### config.mk
export PLATFORM = sky130hd
export DESIGN_NAME = low_power_mode_controller
export DESIGN_NICKNAME = d
export VERILOG_FILES = /design/src/rtl/lpc_pkg.sv /design/src/rtl/low_power_mode_controller.sv
export SDC_FILE = /design/constraint.sdc
export NUM_CORES = 1
export LEC_CHECK = 0
export BUFFER_PORTS_ARGS = -buffer_cell sky130_fd_sc_hd__buf_2
export CORE_ASPECT_RATIO = 1.4
export CORE_UTILIZATION = 47
export DETAILED_ROUTE_END_ITERATION = 10
export GPL_TIMING_DRIVEN = 0
export HOLD_SLACK_MARGIN = 0.1
export PLACE_DENSITY = 0.76
export SYNTH_ARGS = -nofsm -noshare
export SYNTH_HDL_FRONTEND = slang
export SYNTH_SLANG_ARGS = --single-unit
### constraint.sdc
create_clock -name ref_clk_i -period 1.47 [get_ports ref_clk_i]
set_input_delay 0.2205 -clock ref_clk_i [delete_from_list [all_inputs] [get_ports ref_clk_i]]
set_output_delay 0.2205 -clock ref_clk_i [all_outputs]
set_load 0.005 [all_outputs]
### src/rtl/lpc_pkg.sv
package lpc_pkg;

    // Register indices on the plain register port
    localparam logic [3:0] ADDR_DIV_CTRL = 4'h0;
    localparam logic [3:0] ADDR_STOP_A = 4'h1;
    localparam logic [3:0] ADDR_STOP_B = 4'h2;
    localparam logic [3:0] ADDR_STOP_C = 4'h3;
    localparam logic [3:0] ADDR_PWR_MODE = 4'h4;
    localparam logic [3:0] ADDR_STBY_CTRL = 4'h5;
    localparam logic [3:0] ADDR_RUN_CTRL = 4'h6;
    localparam logic [3:0] ADDR_STATUS = 4'h7;

    // Reset values
    localparam logic [31:0] STOP_A_RST = 32'hFFFF_FFFF;
    localparam logic [31:0] STOP_B_RST = 32'hFFFF_FFFF;
    localparam logic [31:0] STOP_C_RST = 32'hFFFF_FFFF;
    localparam logic [15:0] DIV_RST = 16'h0000;
    localparam logic [31:0] RUN_RST = 32'h0000_0000;

    // Module stop bit positions
    localparam int STOP_TIMER8_UNIT1 = 4;
    localparam int STOP_TIMER8_UNIT0 = 5;
    localparam int STOP_DAC = 19;
    localparam int STOP_CAN = 0;
    localparam int STOP_EVENT_LINK = 9;
    localparam int STOP_COMPARATOR_B = 10;
    localparam int STOP_USB = 19;
    localparam int STOP_SERIAL6 = 25;
    localparam int STOP_SERIAL9 = 26;
    localparam int STOP_SERIAL8 = 27;

    // Divider field positions, four bits each
    localparam int DIV_SYS_POS = 0;
    localparam int DIV_PERIPH_POS = 4;
    localparam int DIV_CONV_POS = 8;
    localparam int DIV_FLASH_POS = 12;

    // Standby control field positions
    localparam int STBY_SW_POS = 0;
    localparam int STBY_DEEP_POS = 1;
    localparam int STBY_SNZ_EN_POS = 2;

    // Operating power control modes
    localparam logic [2:0] PWR_HIGH = 3'h0;
    localparam logic [2:0] PWR_MID = 3'h2;
    localparam logic [2:0] PWR_MID2 = 3'h4;
    localparam logic [2:0] PWR_LOW = 3'h6;
    localparam int PWR_LOW_POS = 7;

    // Run-control bits of register-controlled units
    localparam int RUN_MAIN_OSC = 0;
    localparam int RUN_SUB_OSC = 1;
    localparam int RUN_FAST_OSC = 2;
    localparam int RUN_SLOW_OSC = 3;
    localparam int RUN_WDT_OSC = 4;
    localparam int RUN_PLL = 5;
    localparam int RUN_WDT = 6;
    localparam int RUN_RTC = 7;
    localparam int RUN_LPT = 8;
    localparam int RUN_VDET = 9;
    localparam int RUN_RTC_OUT = 10;
    localparam int RUN_CLK_OUT = 11;
    localparam int RUN_WIDTH = 12;

    // Power states
    typedef enum logic [2:0] {
        ST_RUN = 3'b000,
        ST_SLEEP = 3'b001,
        ST_DEEP = 3'b010,
        ST_SSTBY = 3'b011,
        ST_SNOOZE = 3'b100
    } pwr_state_t;

    // Freeze controls for retained units
    typedef struct packed {
        logic cpu;
        logic transfer_controller;
        logic flash;
        logic ram;
        logic periph;
        logic io_hold;
    } freeze_t;

    // Clock divider selects
    typedef struct packed {
        logic [3:0] flash;
        logic [3:0] conv;
        logic [3:0] periph;
        logic [3:0] sys;
    } clk_div_t;

endpackage

### src/rtl/low_power_mode_controller.sv
// Contract
// - Four clock dividers programmed independently
// - One stop bit per peripheral module
// - Sleep, deep sleep, standby, snooze states
// - Enter standby states by register plus wait
// - Standby states return to run only on interrupt
// - Wake resumes CPU via waking interrupt
// - Snooze from standby; exits interrupt or end
// - Frozen units retain registers, suspend operation
// - Optional units follow their own register; main oscillator and PLL forced off in software standby
// - Work RAM retained; usable sleep and snooze
// - Power mode selectable in run, sleep, deep, snooze
// - Mode codes 000, 010, 100; others prohibited
// - Stop A: bits 4, 5, 19
// - Stop B: bits 0, 9, 10, 19, 25
// - Stop C: bits 26 and 27
// - Four power modes chosen by register
`timescale 1ns/1ps
`default_nettype none

module low_power_mode_controller
    import lpc_pkg::*;
(
    // Clock and reset
    input wire logic ref_clk_i,
    input wire logic rst_n_i,
    // Register port
    input wire logic [3:0] reg_addr_i,
    input wire logic [31:0] reg_wdata_i,
    input wire logic reg_wr_i,
    input wire logic reg_rd_i,
    output logic [31:0] reg_rdata_o,
    // CPU and wake sources
    input wire logic cpu_wait_i,
    input wire logic irq_i,
    input wire logic snooze_req_i,
    input wire logic snooze_end_i,
    // Clock and power controls
    output clk_div_t clk_div_o,
    output logic [2:0] power_mode_sel_o,
    output logic [31:0] stop_a_o,
    output logic [31:0] stop_b_o,
    output logic [31:0] stop_c_o,
    output logic [RUN_WIDTH-1:0] unit_run_o,
    output freeze_t freeze_o,
    output logic wake_irq_o,
    output pwr_state_t state_o
);

    // Software-visible registers
    logic [15:0] div_q;
    logic [31:0] stop_a_q;
    logic [31:0] stop_b_q;
    logic [31:0] stop_c_q;
    logic [2:0] pwr_mode_q;
    logic [2:0] stby_q;
    logic [RUN_WIDTH-1:0] run_q;
    logic bad_mode_q;
    // State machine
    pwr_state_t state_q;
    pwr_state_t state_d;
    // Outputs registered
    logic [31:0] rdata_q;
    logic [RUN_WIDTH-1:0] unit_run_q;
    freeze_t freeze_q;
    freeze_t freeze_d;
    logic [RUN_WIDTH-1:0] run_d;
    logic wake_q;

    // Divider register, each field independent
    always_ff @(posedge ref_clk_i or negedge rst_n_i)
    begin
        if (!rst_n_i)
        begin
            // Dividers start at their reset ratio
            div_q <= DIV_RST;
        end
        else if (reg_wr_i && reg_addr_i == ADDR_DIV_CTRL)
        begin
            // One write loads all four fields; no field feeds another
            div_q <= reg_wdata_i[15:0];
        end
    end

    // Module stop registers, one bit per module
    always_ff @(posedge ref_clk_i or negedge rst_n_i)
    begin
        if (!rst_n_i)
        begin
            // Every module starts stopped until software enables it
            stop_a_q <= STOP_A_RST;
            stop_b_q <= STOP_B_RST;
            stop_c_q <= STOP_C_RST;
        end
        else if (reg_wr_i)
        begin
            // Every bit stored alone; timer, DAC bits live in A
            if (reg_addr_i == ADDR_STOP_A)
            begin
                stop_a_q <= reg_wdata_i;
            end
            // CAN, event link, comparator, USB, serial 6 in B
            if (reg_addr_i == ADDR_STOP_B)
            begin
                stop_b_q <= reg_wdata_i;
            end
            // Serial 8 and 9 in C
            if (reg_addr_i == ADDR_STOP_C)
            begin
                stop_c_q <= reg_wdata_i;
            end
        end
    end

    // Power mode select; prohibited codes are refused and flagged
    always_ff @(posedge ref_clk_i or negedge rst_n_i)
    begin
        if (!rst_n_i)
        begin
            // High speed after reset, no refused write seen
            pwr_mode_q <= PWR_HIGH;
            bad_mode_q <= 1'b0;
        end
        else if (reg_wr_i && reg_addr_i == ADDR_PWR_MODE)
        begin
            // Writes accepted in every state; in standby the CPU cannot write anyway
            if (reg_wdata_i[PWR_LOW_POS])
            begin
                // Low speed sits behind its own select bit and wins over the code
                pwr_mode_q <= PWR_LOW;
                bad_mode_q <= 1'b0;
            end
            else if (reg_wdata_i[2:0] == PWR_HIGH || reg_wdata_i[2:0] == PWR_MID
                || reg_wdata_i[2:0] == PWR_MID2)
            begin
                // Legal three-bit codes load as written
                pwr_mode_q <= reg_wdata_i[2:0];
                bad_mode_q <= 1'b0;
            end
            else
            begin
                // Prohibited code: old mode kept, refusal flagged
                bad_mode_q <= 1'b1;
            end
        end
    end

    // Standby control and run-control registers
    always_ff @(posedge ref_clk_i or negedge rst_n_i)
    begin
        if (!rst_n_i)
        begin
            // Standby choice clears to plain sleep
            stby_q <= 3'h0;
            run_q <= RUN_RST[RUN_WIDTH-1:0];
        end
        else if (reg_wr_i)
        begin
            if (reg_addr_i == ADDR_STBY_CTRL)
            begin
                // Bit 0 software standby, bit 1 deep sleep, bit 2 snooze enable
                stby_q <= reg_wdata_i[2:0];
            end
            if (reg_addr_i == ADDR_RUN_CTRL)
            begin
                // Units that stay register-controlled in low power states
                run_q <= reg_wdata_i[RUN_WIDTH-1:0];
            end
        end
    end

    // Next power state
    always_comb
    begin
        state_d = state_q;
        unique case (state_q)
            ST_RUN:
            begin
                // Register picks the state, wait instruction commits
                if (cpu_wait_i)
                begin
                    if (stby_q[STBY_SW_POS])
                    begin
                        // Software standby has priority
                        state_d = ST_SSTBY;
                    end
                    else if (stby_q[STBY_DEEP_POS])
                    begin
                        // Deep sleep next
                        state_d = ST_DEEP;
                    end
                    else
                    begin
                        // Plain sleep otherwise
                        state_d = ST_SLEEP;
                    end
                end
            end
            ST_SLEEP, ST_DEEP:
            begin
                // Only an interrupt leaves
                if (irq_i)
                begin
                    state_d = ST_RUN;
                end
            end
            ST_SSTBY:
            begin
                // Interrupt wins over a snooze request
                if (irq_i)
                begin
                    state_d = ST_RUN;
                end
                // Snooze needs the request and its enable bit
                else if (snooze_req_i && stby_q[STBY_SNZ_EN_POS])
                begin
                    state_d = ST_SNOOZE;
                end
            end
            ST_SNOOZE:
            begin
                if (irq_i)
                begin
                    // Interrupt goes to program execution
                    state_d = ST_RUN;
                end
                else if (snooze_end_i)
                begin
                    // End condition drops back to software standby
                    state_d = ST_SSTBY;
                end
            end
        endcase
    end

    // State register
    always_ff @(posedge ref_clk_i or negedge rst_n_i)
    begin
        if (!rst_n_i)
        begin
            // Program execution after reset
            state_q <= ST_RUN;
        end
        else
        begin
            // One transition per clock edge
            state_q <= state_d;
        end
    end

    // Wake pulse tells the CPU to take the waking interrupt
    always_ff @(posedge ref_clk_i or negedge rst_n_i)
    begin
        if (!rst_n_i)
        begin
            // No wake pending after reset
            wake_q <= 1'b0;
        end
        else
        begin
            // High for one cycle as the state first reads run
            wake_q <= (state_q != ST_RUN) && (state_d == ST_RUN);
        end
    end

    // Freeze and run decode from the next state
    always_comb
    begin
        freeze_d = '0;
        run_d = run_q;
        unique case (state_d)
            ST_RUN:
            begin
                // Nothing frozen while the program runs
                freeze_d = '0;
            end
            ST_SLEEP:
            begin
                // CPU halted, RAM, TRANSFER_CONTROLLER, flash stay usable
                freeze_d.cpu = 1'b1;
            end
            ST_DEEP:
            begin
                // CPU, TRANSFER_CONTROLLER, flash and RAM held with contents kept
                freeze_d.cpu = 1'b1;
                freeze_d.transfer_controller = 1'b1;
                freeze_d.flash = 1'b1;
                freeze_d.ram = 1'b1;
            end
            ST_SSTBY:
            begin
                // All but the register-controlled units frozen
                freeze_d.cpu = 1'b1;
                freeze_d.transfer_controller = 1'b1;
                freeze_d.flash = 1'b1;
                freeze_d.ram = 1'b1;
                freeze_d.periph = 1'b1;
                freeze_d.io_hold = 1'b1;
                // Main oscillator and PLL off whatever run control says
                run_d[RUN_MAIN_OSC] = 1'b0;
                run_d[RUN_PLL] = 1'b0;
            end
            ST_SNOOZE:
            begin
                // RAM, TRANSFER_CONTROLLER and peripherals may run again
                freeze_d.cpu = 1'b1;
                freeze_d.flash = 1'b1;
            end
        endcase
    end

    // Registered control outputs
    always_ff @(posedge ref_clk_i or negedge rst_n_i)
    begin
        if (!rst_n_i)
        begin
            // Nothing frozen and no unit enabled during reset
            freeze_q <= '0;
            unit_run_q <= RUN_RST[RUN_WIDTH-1:0];
        end
        else
        begin
            // Controls line up with the state register
            freeze_q <= freeze_d;
            unit_run_q <= run_d;
        end
    end

    // Read data, one cycle after the strobe
    always_ff @(posedge ref_clk_i or negedge rst_n_i)
    begin
        if (!rst_n_i)
        begin
            // Read data idle at zero
            rdata_q <= 32'h0000_0000;
        end
        else if (reg_rd_i)
        begin
            // Narrow registers sit in the low bits
            unique case (reg_addr_i)
                ADDR_DIV_CTRL: rdata_q <= {16'h0000, div_q};
                ADDR_STOP_A: rdata_q <= stop_a_q;
                ADDR_STOP_B: rdata_q <= stop_b_q;
                ADDR_STOP_C: rdata_q <= stop_c_q;
                ADDR_PWR_MODE: rdata_q <= {29'h0000_0000, pwr_mode_q};
                ADDR_STBY_CTRL: rdata_q <= {29'h0000_0000, stby_q};
                ADDR_RUN_CTRL: rdata_q <= {20'h0_0000, run_q};
                ADDR_STATUS: rdata_q <= {28'h000_0000, bad_mode_q, state_q};
                default: rdata_q <= 32'h0000_0000;
            endcase
        end
        else
        begin
            // Data stand for one cycle only
            rdata_q <= 32'h0000_0000;
        end
    end

    // Output assignments from flip-flops
    assign reg_rdata_o = rdata_q;
    assign clk_div_o = div_q;
    assign power_mode_sel_o = pwr_mode_q;
    assign stop_a_o = stop_a_q;
    assign stop_b_o = stop_b_q;
    assign stop_c_o = stop_c_q;
    assign unit_run_o = unit_run_q;
    assign freeze_o = freeze_q;
    assign wake_irq_o = wake_q;
    assign state_o = state_q;

endmodule // low_power_mode_controller

`default_nettype wire

==> results.sh, run 1 <==
export IMPL_status="finished, violations left"
export IMPL_violations="negative setup slack"
export IMPL_pwr_share_seq_pct=48.7
export IMPL_wire_per_inst_microns=21.7
export IMPL_crit_family="simple AND/OR/NAND/NOR gates"
export IMPL_start_kind="register"
export IMPL_synth_most_common_cell="dfstp_2"
export IMPL_yosysTopAreaCell="dfstp_2"
export IMPL_grt_pass1_vias=5817
export IMPL_cts_htree_levels=4
export IMPL_maxSlewHeadroom_pct=48.6
export IMPL_synth_avg_cell_area_sq_um=14.6
export IMPL_crit_slowest_cell="dfrtp_1"
export IMPL_p_sw_share_pct=29.4
export IMPL_fin_tns_setup_ps=-1920
export IMPL_synth_distinct_cells=42
export IMPL_num_antenna_cells=0
export IMPL_worst_slack_ps=-279
export IMPL_viasPerCell=5.70
export IMPL_cp_required_ps=1760
export IMPL_die_w_microns=108
export IMPL_power_density_mw_per_mm2=1520
export IMPL_ant_nets=0
export IMPL_p_clk_share_pct=29.7
export IMPL_synth_fa_ha_area_share_pct=0
export IMPL_crit_chain="buf_6 > buf_4 > and3b_1 > a32oi_1 > nor2_2 > nor2_1 > a21oi_1"
export IMPL_fin_crit_ps=1750
export IMPL_max_cap_violations=0
export IMPL_cp_max_fo=7
export IMPL_syn_num_nets=552
export IMPL_synth_mux_area_fraction_pct=20.0
export IMPL_num_rows=53
export IMPL_final_setup_viol_count=9
export IMPL_path_class="reg -> reg"
export IMPL_hold_class="in -> reg"
export IMPL_synthArstFlopShare_pct=100
export IMPL_max_freq_ghz=0.572
export IMPL_dp_cells=910
export IMPL_cts_reportedPaths_clkPinSlew_ps=80
export IMPL_io_buffers=209
export IMPL_instances_no_fill=979
export IMPL_post_route_cells_drive_above_1_share_pct=62.8
export IMPL_grt_pass1_wl_microns=32300
export IMPL_hpwl_microns=14600
export IMPL_vias=5578
export IMPL_rsz0062_at_grt="yes"
export IMPL_cts_buffer_depth=2
export IMPL_clock_latency_ps=410
export IMPL_end_kind="register"
export IMPL_worstPathArrival_ps=2040
export IMPL_fp_dieArea_sq_mm=0.0163
export IMPL_cts_tree="yes"
export IMPL_synthXorXnorAreaFrac_pct=0
export IMPL_coreArea_sq_mm=0.0152
export IMPL_synth_edff_count=0
export IMPL_layout_nets=818
export IMPL_synth_simple_area_share_pct=5.14
export IMPL_grt_max_degree=101
export IMPL_overflow=0
export IMPL_ys_seq_elements=183
export IMPL_synthesis_area_sq_mm=0.00740
export IMPL_fin_crit_sh_pct=119
export IMPL_finalMaxSlewViolations=0
export IMPL_fillers=1161
export IMPL_p_int_mw=10.5
export IMPL_ys_flop_type="dfstp_2"
export IMPL_clock_skew_ps=10.7
export IMPL_synth_compound_area_share_pct=8.89
export IMPL_finalHoldViolCount=0
export IMPL_dr_pass1_iters=5
export IMPL_synthTopCellsByCount="96 x dfstp_2, 95 x mux2_2, 87 x dfrtp_1"
export IMPL_wirelength_microns=21300
export IMPL_synth_top_family_by_area="multiplexers"
export IMPL_cts_root_buffer="clkbuf_16"
export IMPL_die_h_microns=151
export IMPL_routabilityCongestion=0.927
export IMPL_io_pin_count=213
export IMPL_cts_made_buffers=17
export IMPL_vdd_drop_max_uv=936
export IMPL_syn_instance_count=508
export IMPL_slowest_delay_ps=400
export IMPL_synth_top_cell_area_share_pct=34.1
export IMPL_p_sw_mw=4.38
export IMPL_worst_pin_slew_ps=771
export IMPL_drc=0
export IMPL_cts_sinks=183
export IMPL_area_delta_synth_final_pct=32.5
export IMPL_antenna_found_initial=0
export IMPL_p_leak_nw=4.57
export IMPL_start_util_pct=48.8
export IMPL_drt_initial_drc_count=338
export IMPL_ys_warn_count=0
export IMPL_grt_usage_pct=27.0
export IMPL_combPwrFrac_pct=21.6
export IMPL_cp_num_buf_inv=2
export IMPL_seq_area_frac_synth_pct=63.5
export IMPL_synthTopCellsByArea="dfstp_2 34%, dfrtp_1 29%, mux2_2 14%"
## cells in the final DEF (no fill, tap or decap), types with 2 or more instances in the layout
cell and n:
a21oi_1 20, a221oi_1 3, a222oi_1 25, a22oi_1 19
buf_2 217, buf_4 15, buf_6 4, clkbuf_1 6
clkbuf_16 17, clkbuf_2 7, clkinv_4 4, clkinv_8 2
dfrtp_1 87, dfstp_2 96, dlygate4sd3_1 28, inv_1 3
inv_8 6, mux2_1 33, mux2_2 95, mux2i_1 4
nand2_1 9, nand2_2 3, nand2b_1 4, nand3_1 2
nor2_1 31, nor2_2 2, nor2b_1 2, nor3_2 2
nor3_4 3, o211ai_1 3, o21a_1 2, o21ai_0 3
## registers in the layout, indices dropped and copies added, names as in the netlist
name / count
power_mode_sel_o: 3
bad_mode_q: 1
run_q: 12
clk_div_o: 16
stby_q: 3
reg_rdata_o: 32
stop_b_o: 32
stop_a_o: 32
wake_irq_o: 1
stop_c_o: 32
unit_run_o: 12
freeze_o: 4
state_o: 3
## worst paths after layout
path / depth (start not counted) / slack [ps] / endpoint / start
max: 7 / -280 / freeze_o[5]$_DFF_PN0_ / state_o[0]$_DFF_PN0_
min: 2 / 120 / stop_b_o[10]$_DFFE_PN1P_ / reg_wdata_i[10]
max reg2reg: 7 / -280 / freeze_o[5]$_DFF_PN0_ / state_o[0]$_DFF_PN0_
min reg2reg: 0 / 400 / unit_run_o[6]$_DFF_PN0_ / run_q[6]$_DFFE_PN0P_
max in group asynchronous: 3 / 160 / stop_a_o[30]$_DFFE_PN1P_ / rst_n_i
min in group asynchronous: 2 / 430 / unit_run_o[2]$_DFF_PN0_ / rst_n_i
## logic make-up after synthesis
logic type | Yosys count
buffers and inverters | 38
multiplexers | 132
flip-flops | 183
AO/OA/AOI/OAI | 86
AND/OR/NAND/NOR | 69
## stage by stage
stage | total power [mW] | hold WS, ps | utilization (%) | setup slack [ps] | instance area, sq um
global route | 15.6 | 131 | 64.6 | -323 | 9810
finish | 14.9 | 124 | 64.6 | -279 | 9810
detailed placement | 10.2 | 302 | 57.6 | -727 | 8750
CTS | 14.9 | 114 | 64.2 | -196 | 9750
floorplan | 8.57 | -75.1 | - | -164 | 7430
global placement | 10.0 | 379 | 57.4 | -2420 | 8710
## repair_timing
action | CTS | global route
pin swaps | 4 | 6
resized for setup | 20 | 18
hold buffers | 28 | 0
endpoints found under the setup margin | 37 | 35
hold endpoints to repair | 138 | 0
setup buffers | 7 | 2
## power by group through the flow
stage	Sequential [mW]	Clock, mW	Combinational, mW
2_1_floorplan	7.29	0	1.29
3_3_place_gp	7.25	0	2.77
3_5_place_dp	7.33	0	2.89
4_1_cts	7.25	4.48	3.12
5_1_grt	7.40	4.70	3.48
6_report	7.27	4.43	3.22
## layer usage
layer  wire [microns]  GRT usage [%]
met2            11500           47.4
met4              718           12.9
met1             7750           30.7
met5                0              0
met3             1330           6.02
## final cells by class
class                           count  area (sq um)  area share, %
Inverter                            4          15.0          0.153
Tap cell                          192           240           2.45
Timing Repair Buffer              247          1440           14.7
Buffer                             34           208           2.12
Clock inverter                     15           156           1.59
Sequential cell                   183          4700           47.9
Clock buffer                       17           425           4.34
Multi-Input combinational cell    287          2620           26.7
## worst reg2reg max path, stage by stage, from the launching register on
cell     delay (ps)
dfrtp_1         400
buf_6           140
buf_4           140
and3b_1         160
a32oi_1         230
nor2_2          120
nor2_1          320
a21oi_1         110
Power figures use the tool's default switching activity.
==> run 2, diff against run 1 <==
CORE_ASPECT_RATIO = default   (was 1.4)
==> results.sh, run 2 (synthesized netlist as in run 1, its figures left out) <==
export IMPL_status="finished, violations left"
export IMPL_violations="negative setup slack"
export IMPL_cts_htree_levels=4
export IMPL_multi_input_area_sq_mm=0.00264
export IMPL_final_cell_area_sq_mm=0.00989
export IMPL_crit_slowest_cell="or4b_4"
export IMPL_path_class="reg -> reg"
export IMPL_wirelength_microns=20500
export IMPL_grt_max_degree=98
export IMPL_cp_max_fo=7
export IMPL_crit_chain="buf_6 > or4b_4 > o211ai_1 > a21oi_2 > o21a_1"
export IMPL_p_leak_nw=4.58
export IMPL_grt_pass1_vias=5726
export IMPL_fin_tns_setup_ps=-865
export IMPL_seq_area_sq_mm=0.00470
export IMPL_cts_tree="yes"
export IMPL_start_util_pct=48.3
export IMPL_antenna_found_initial=0
export IMPL_start_kind="register"
export IMPL_die_h_microns=128
export IMPL_final_setup_viol_count=9
export IMPL_hold_ws_ps=129
export IMPL_fin_crit_sh_pct=110
export IMPL_cp_required_ps=1790
export IMPL_power_mw=15.3
export IMPL_grt_usage_pct=26.1
export IMPL_max_cap_violations=0
export IMPL_cts_root_buffer="clkbuf_16"
export IMPL_num_rows=45
export IMPL_dr_pass1_iters=6
export IMPL_overflow=0
export IMPL_power_density_mw_per_mm2=1550
export IMPL_hpwl_microns=13700
export IMPL_maxSlewHeadroom_pct=50.2
export IMPL_crit_family="compound AO/OA/AOI/OAI gates"
export IMPL_io_pin_count=213
export IMPL_slowest_delay_ps=470
export IMPL_die_w_microns=128
export IMPL_finalHoldViolCount=0
export IMPL_worst_pin_slew_ps=748
export IMPL_cts_sinks=183
export IMPL_worst_slack_ps=-145
export IMPL_rsz0062_at_grt="yes"
export IMPL_post_route_cells_drive_above_1_share_pct=62.9
export IMPL_viasPerCell=5.56
export IMPL_pre_cts_slack_ps=-732
export IMPL_vdd_drop_max_uv=770
export IMPL_end_kind="register"
export IMPL_cp_num_buf_inv=1
export IMPL_routabilityCongestion=0.828
export IMPL_fin_crit_ps=1610
export IMPL_wire_per_inst_microns=20.5
export IMPL_coreArea_sq_mm=0.0153
export IMPL_clock_latency_ps=430
export IMPL_cts_reportedPaths_clkPinSlew_ps=70
export IMPL_io_buffers=209
export IMPL_fp_dieArea_sq_mm=0.0163
export IMPL_layout_nets=818
export IMPL_layout_common_cells="220 x buf_2, 96 x dfstp_2, 94 x mux2_2"
export IMPL_drt_initial_drc_count=353
export IMPL_max_freq_ghz=0.619
export IMPL_num_antenna_cells=0
export IMPL_finalMaxSlewViolations=0
export IMPL_drc=0
export IMPL_vias=5548
export IMPL_fillers=1198
export IMPL_clock_skew_ps=8.82
export IMPL_layout_commonest_cell="buf_2"
export IMPL_ant_nets=0
export IMPL_area_delta_synth_final_pct=33.5
export IMPL_worstPathArrival_ps=1930
export IMPL_hold_class="in -> reg"
export IMPL_placed_area_sq_mm=0.00877
export IMPL_cts_made_buffers=17
export IMPL_cts_buffer_depth=2
export IMPL_grt_pass1_wl_microns=31400
[run 2: worst reg2reg max path, cell delays in order, from the launching register on]
cell and delay [ps]:
dfrtp_1 390, buf_6 140, or4b_4 470, o211ai_1 200, a21oi_2 130, o21a_1 190
[run 2: final timing paths]
kind / from / to / depth (start not counted) / slack, ps
max in group asynchronous: rst_n_i / stop_b_o[25]$_DFFE_PN1P_ / 3 / 180
min in group asynchronous: rst_n_i / unit_run_o[9]$_DFF_PN0_ / 2 / 380
min reg2reg: run_q[8]$_DFFE_PN0P_ / unit_run_o[8]$_DFF_PN0_ / 0 / 400
max reg2reg: state_o[0]$_DFF_PN0_ / unit_run_o[5]$_DFF_PN0_ / 5 / -140
min: reg_wdata_i[7] / stop_a_o[7]$_DFFE_PN1P_ / 2 / 130
max: state_o[0]$_DFF_PN0_ / unit_run_o[5]$_DFF_PN0_ / 5 / -140
[run 2: area by class of cell]
type	count	share of cell area, %
clock buffer	19	4.48
timing repair buffer	248	14.6
clock inverter	13	1.94
buffer	33	1.92
inverter	4	0.152
sequential	183	47.5
tap	211	2.67
multi-input combinational	287	26.7
[run 2: report_power, final]
group	total, mW	switching, mW	internal, mW
registers	7.26	0.737	6.52
logic	3.19	1.46	1.73
clock network	4.89	1.98	2.91
[run 2: repair_timing]
item / in CTS / in global routing
resized for setup: 19 / 23
hold buffers: 29 / 0
setup endpoints to repair: 29 / 26
setup buffers: 7 / 2
endpoints found under the hold margin: 135 / 0
pin swaps: 9 / 8
[run 2: layer usage]
metal | vias up | share of wire [%] | GRT usage [%]
li1 | 2423 | - | -
met1 | 2850 | 40 | 32.2
met2 | 239 | 50 | 43.7
met3 | 36 | 7.3 | 6.41
met4 | 0 | 2.1 | 11.1
met5 | - | 0 | 0
[run 2: stage by stage]
step,instances,util (%)
2_1_floorplan,508,-
3_3_place_gp,928,57.0
3_5_place_dp,929,57.3
4_1_cts,997,64.3
5_1_grt,998,64.6
6_report,998,64.6
==> run 3, diff against run 2 <==
PLACE_DENSITY = 0.74   (was 0.76)
==> results.sh, run 3 (synthesized netlist as in run 1, its figures left out) <==
export IMPL_p_leak_nw=4.56
export IMPL_grt_usage_pct=26.0
export IMPL_clock_skew_ps=9.82
export IMPL_io_buffers=209
export IMPL_die_w_microns=128
export IMPL_placed_area_sq_mm=0.00877
export IMPL_layout_commonest_cell="buf_2"
export IMPL_wirelength_microns=20600
export IMPL_finalMaxSlewViolations=0
export IMPL_layout_common_cells="219 x buf_2, 96 x dfstp_2, 95 x mux2_2"
export IMPL_cp_required_ps=1780
export IMPL_grt_pass1_wl_microns=31600
export IMPL_worst_slack_ps=-140
export IMPL_hpwl_microns=13700
export IMPL_cts_htree_levels=4
export IMPL_layout_nets=819
export IMPL_crit_slowest_cell="or4_4"
export IMPL_slowest_delay_ps=490
export IMPL_area_delta_synth_final_pct=32.5
export IMPL_rr_worst_depth=6
export IMPL_grt_max_degree=122
export IMPL_drc=0
export IMPL_min_delay_path_depth=2
export IMPL_ant_nets=0
export IMPL_max_freq_ghz=0.621
export IMPL_finalHoldViolCount=0
export IMPL_drt_initial_drc_count=350
export IMPL_cp_max_fo=7
export IMPL_crit_chain="buf_6 > or4_4 > o21ai_4 > o2bb2ai_4 > nor3_2 > nor3b_2"
export IMPL_overflow=0
export IMPL_power_density_mw_per_mm2=1520
export IMPL_cts_reportedPaths_clkPinSlew_ps=70
export IMPL_io_pin_count=213
export IMPL_crit_family="simple AND/OR/NAND/NOR gates"
export IMPL_cp_num_buf_inv=1
export IMPL_num_rows=45
export IMPL_crit_cells=6
export IMPL_fin_crit_sh_pct=110
export IMPL_viasPerCell=5.57
export IMPL_antenna_found_initial=0
export IMPL_violations="negative setup slack"
export IMPL_max_cap_violations=0
export IMPL_grt_pass1_vias=5676
export IMPL_path_class="reg -> reg"
export IMPL_worstPathArrival_ps=1920
export IMPL_coreArea_sq_mm=0.0153
export IMPL_wire_per_inst_microns=20.6
export IMPL_clock_latency_ps=430
export IMPL_vdd_drop_max_uv=864
export IMPL_fp_dieArea_sq_mm=0.0163
export IMPL_cts_sinks=183
export IMPL_status="finished, violations left"
export IMPL_fin_tns_setup_ps=-607
export IMPL_start_kind="register"
export IMPL_hold_class="in -> reg"
export IMPL_start_util_pct=48.3
export IMPL_cts_tree="yes"
export IMPL_cts_made_buffers=17
export IMPL_routabilityCongestion=0.797
export IMPL_maxSlewHeadroom_pct=50.2
export IMPL_num_antenna_cells=0
export IMPL_final_cell_area_sq_mm=0.00981
export IMPL_final_setup_viol_count=6
export IMPL_rsz0062_at_grt="yes"
export IMPL_vias=5569
export IMPL_fin_crit_ps=1610
export IMPL_end_kind="register"
export IMPL_die_h_microns=128
export IMPL_worst_pin_slew_ps=747
export IMPL_post_route_cells_drive_above_1_share_pct=62.4
export IMPL_dr_pass1_iters=5
export IMPL_cts_root_buffer="clkbuf_16"
export IMPL_cts_buffer_depth=2
-- run 3: layout make-up --
cell class / count / area, sq um
fill: 1196 / 5510
timing repair buffer: 248 / 1440
sequential: 183 / 4700
buffer: 34 / 196
tap: 211 / 264
multi-input combinational: 287 / 2610
clock inverter: 11 / 121
inverter: 4 / 15.0
clock buffer: 21 / 460
-- run 3: what timing repair did --
action	4_1_cts	5_1_grt
buffers inserted	7	2
resized for setup	16	18
pin swaps	9	3
endpoints found under the setup margin	33	22
hold buffers	29	0
hold endpoints to repair	161	0
-- run 3: metrics by stage --
stage               utilization [%]  hold WS (ps)  total power [mW]  std cells  worst slack (ps)
floorplan                         -         -75.1              8.57        508              -164
global placement               57.0           379              9.99        928             -2420
detailed placement             57.3           181              10.2        929              -647
CTS                            63.7           121              15.0        997              -148
global route                   64.0           158              15.6        999              -186
finish                         64.0           143              14.9        999              -140
-- run 3: final timing paths --
kind,startpoint,end,slack [ps]
setup / recovery,state_o[0]$_DFF_PN0_,wake_irq_o$_DFF_PN0_,-140
hold / removal,reg_wdata_i[7],stop_a_o[7]$_DFFE_PN1P_,140
setup reg to reg,state_o[0]$_DFF_PN0_,wake_irq_o$_DFF_PN0_,-140
hold reg to reg,run_q[4]$_DFFE_PN0P_,unit_run_o[4]$_DFF_PN0_,400
max in group asynchronous,rst_n_i,reg_rdata_o[14]$_DFF_PN0_,200
min in group asynchronous,rst_n_i,clk_div_o[10]$_DFFE_PN0P_,320
-- run 3: layer usage --
metal	global-route usage (%)	vias to the layer above	routed length, microns
met2	42.4	244	10300
met4	11.2	0	487
met5	0	-	0
li1	-	2427	-
met1	33.8	2863	8440
met3	5.53	35	1370
-- run 3: report_power, final --
part,internal [mW],switching (mW),leakage [nW]
clock network,2.60,1.92,0.284
logic,1.72,1.43,2.14
registers,6.53,0.745,2.13
total,10.8,4.10,4.56
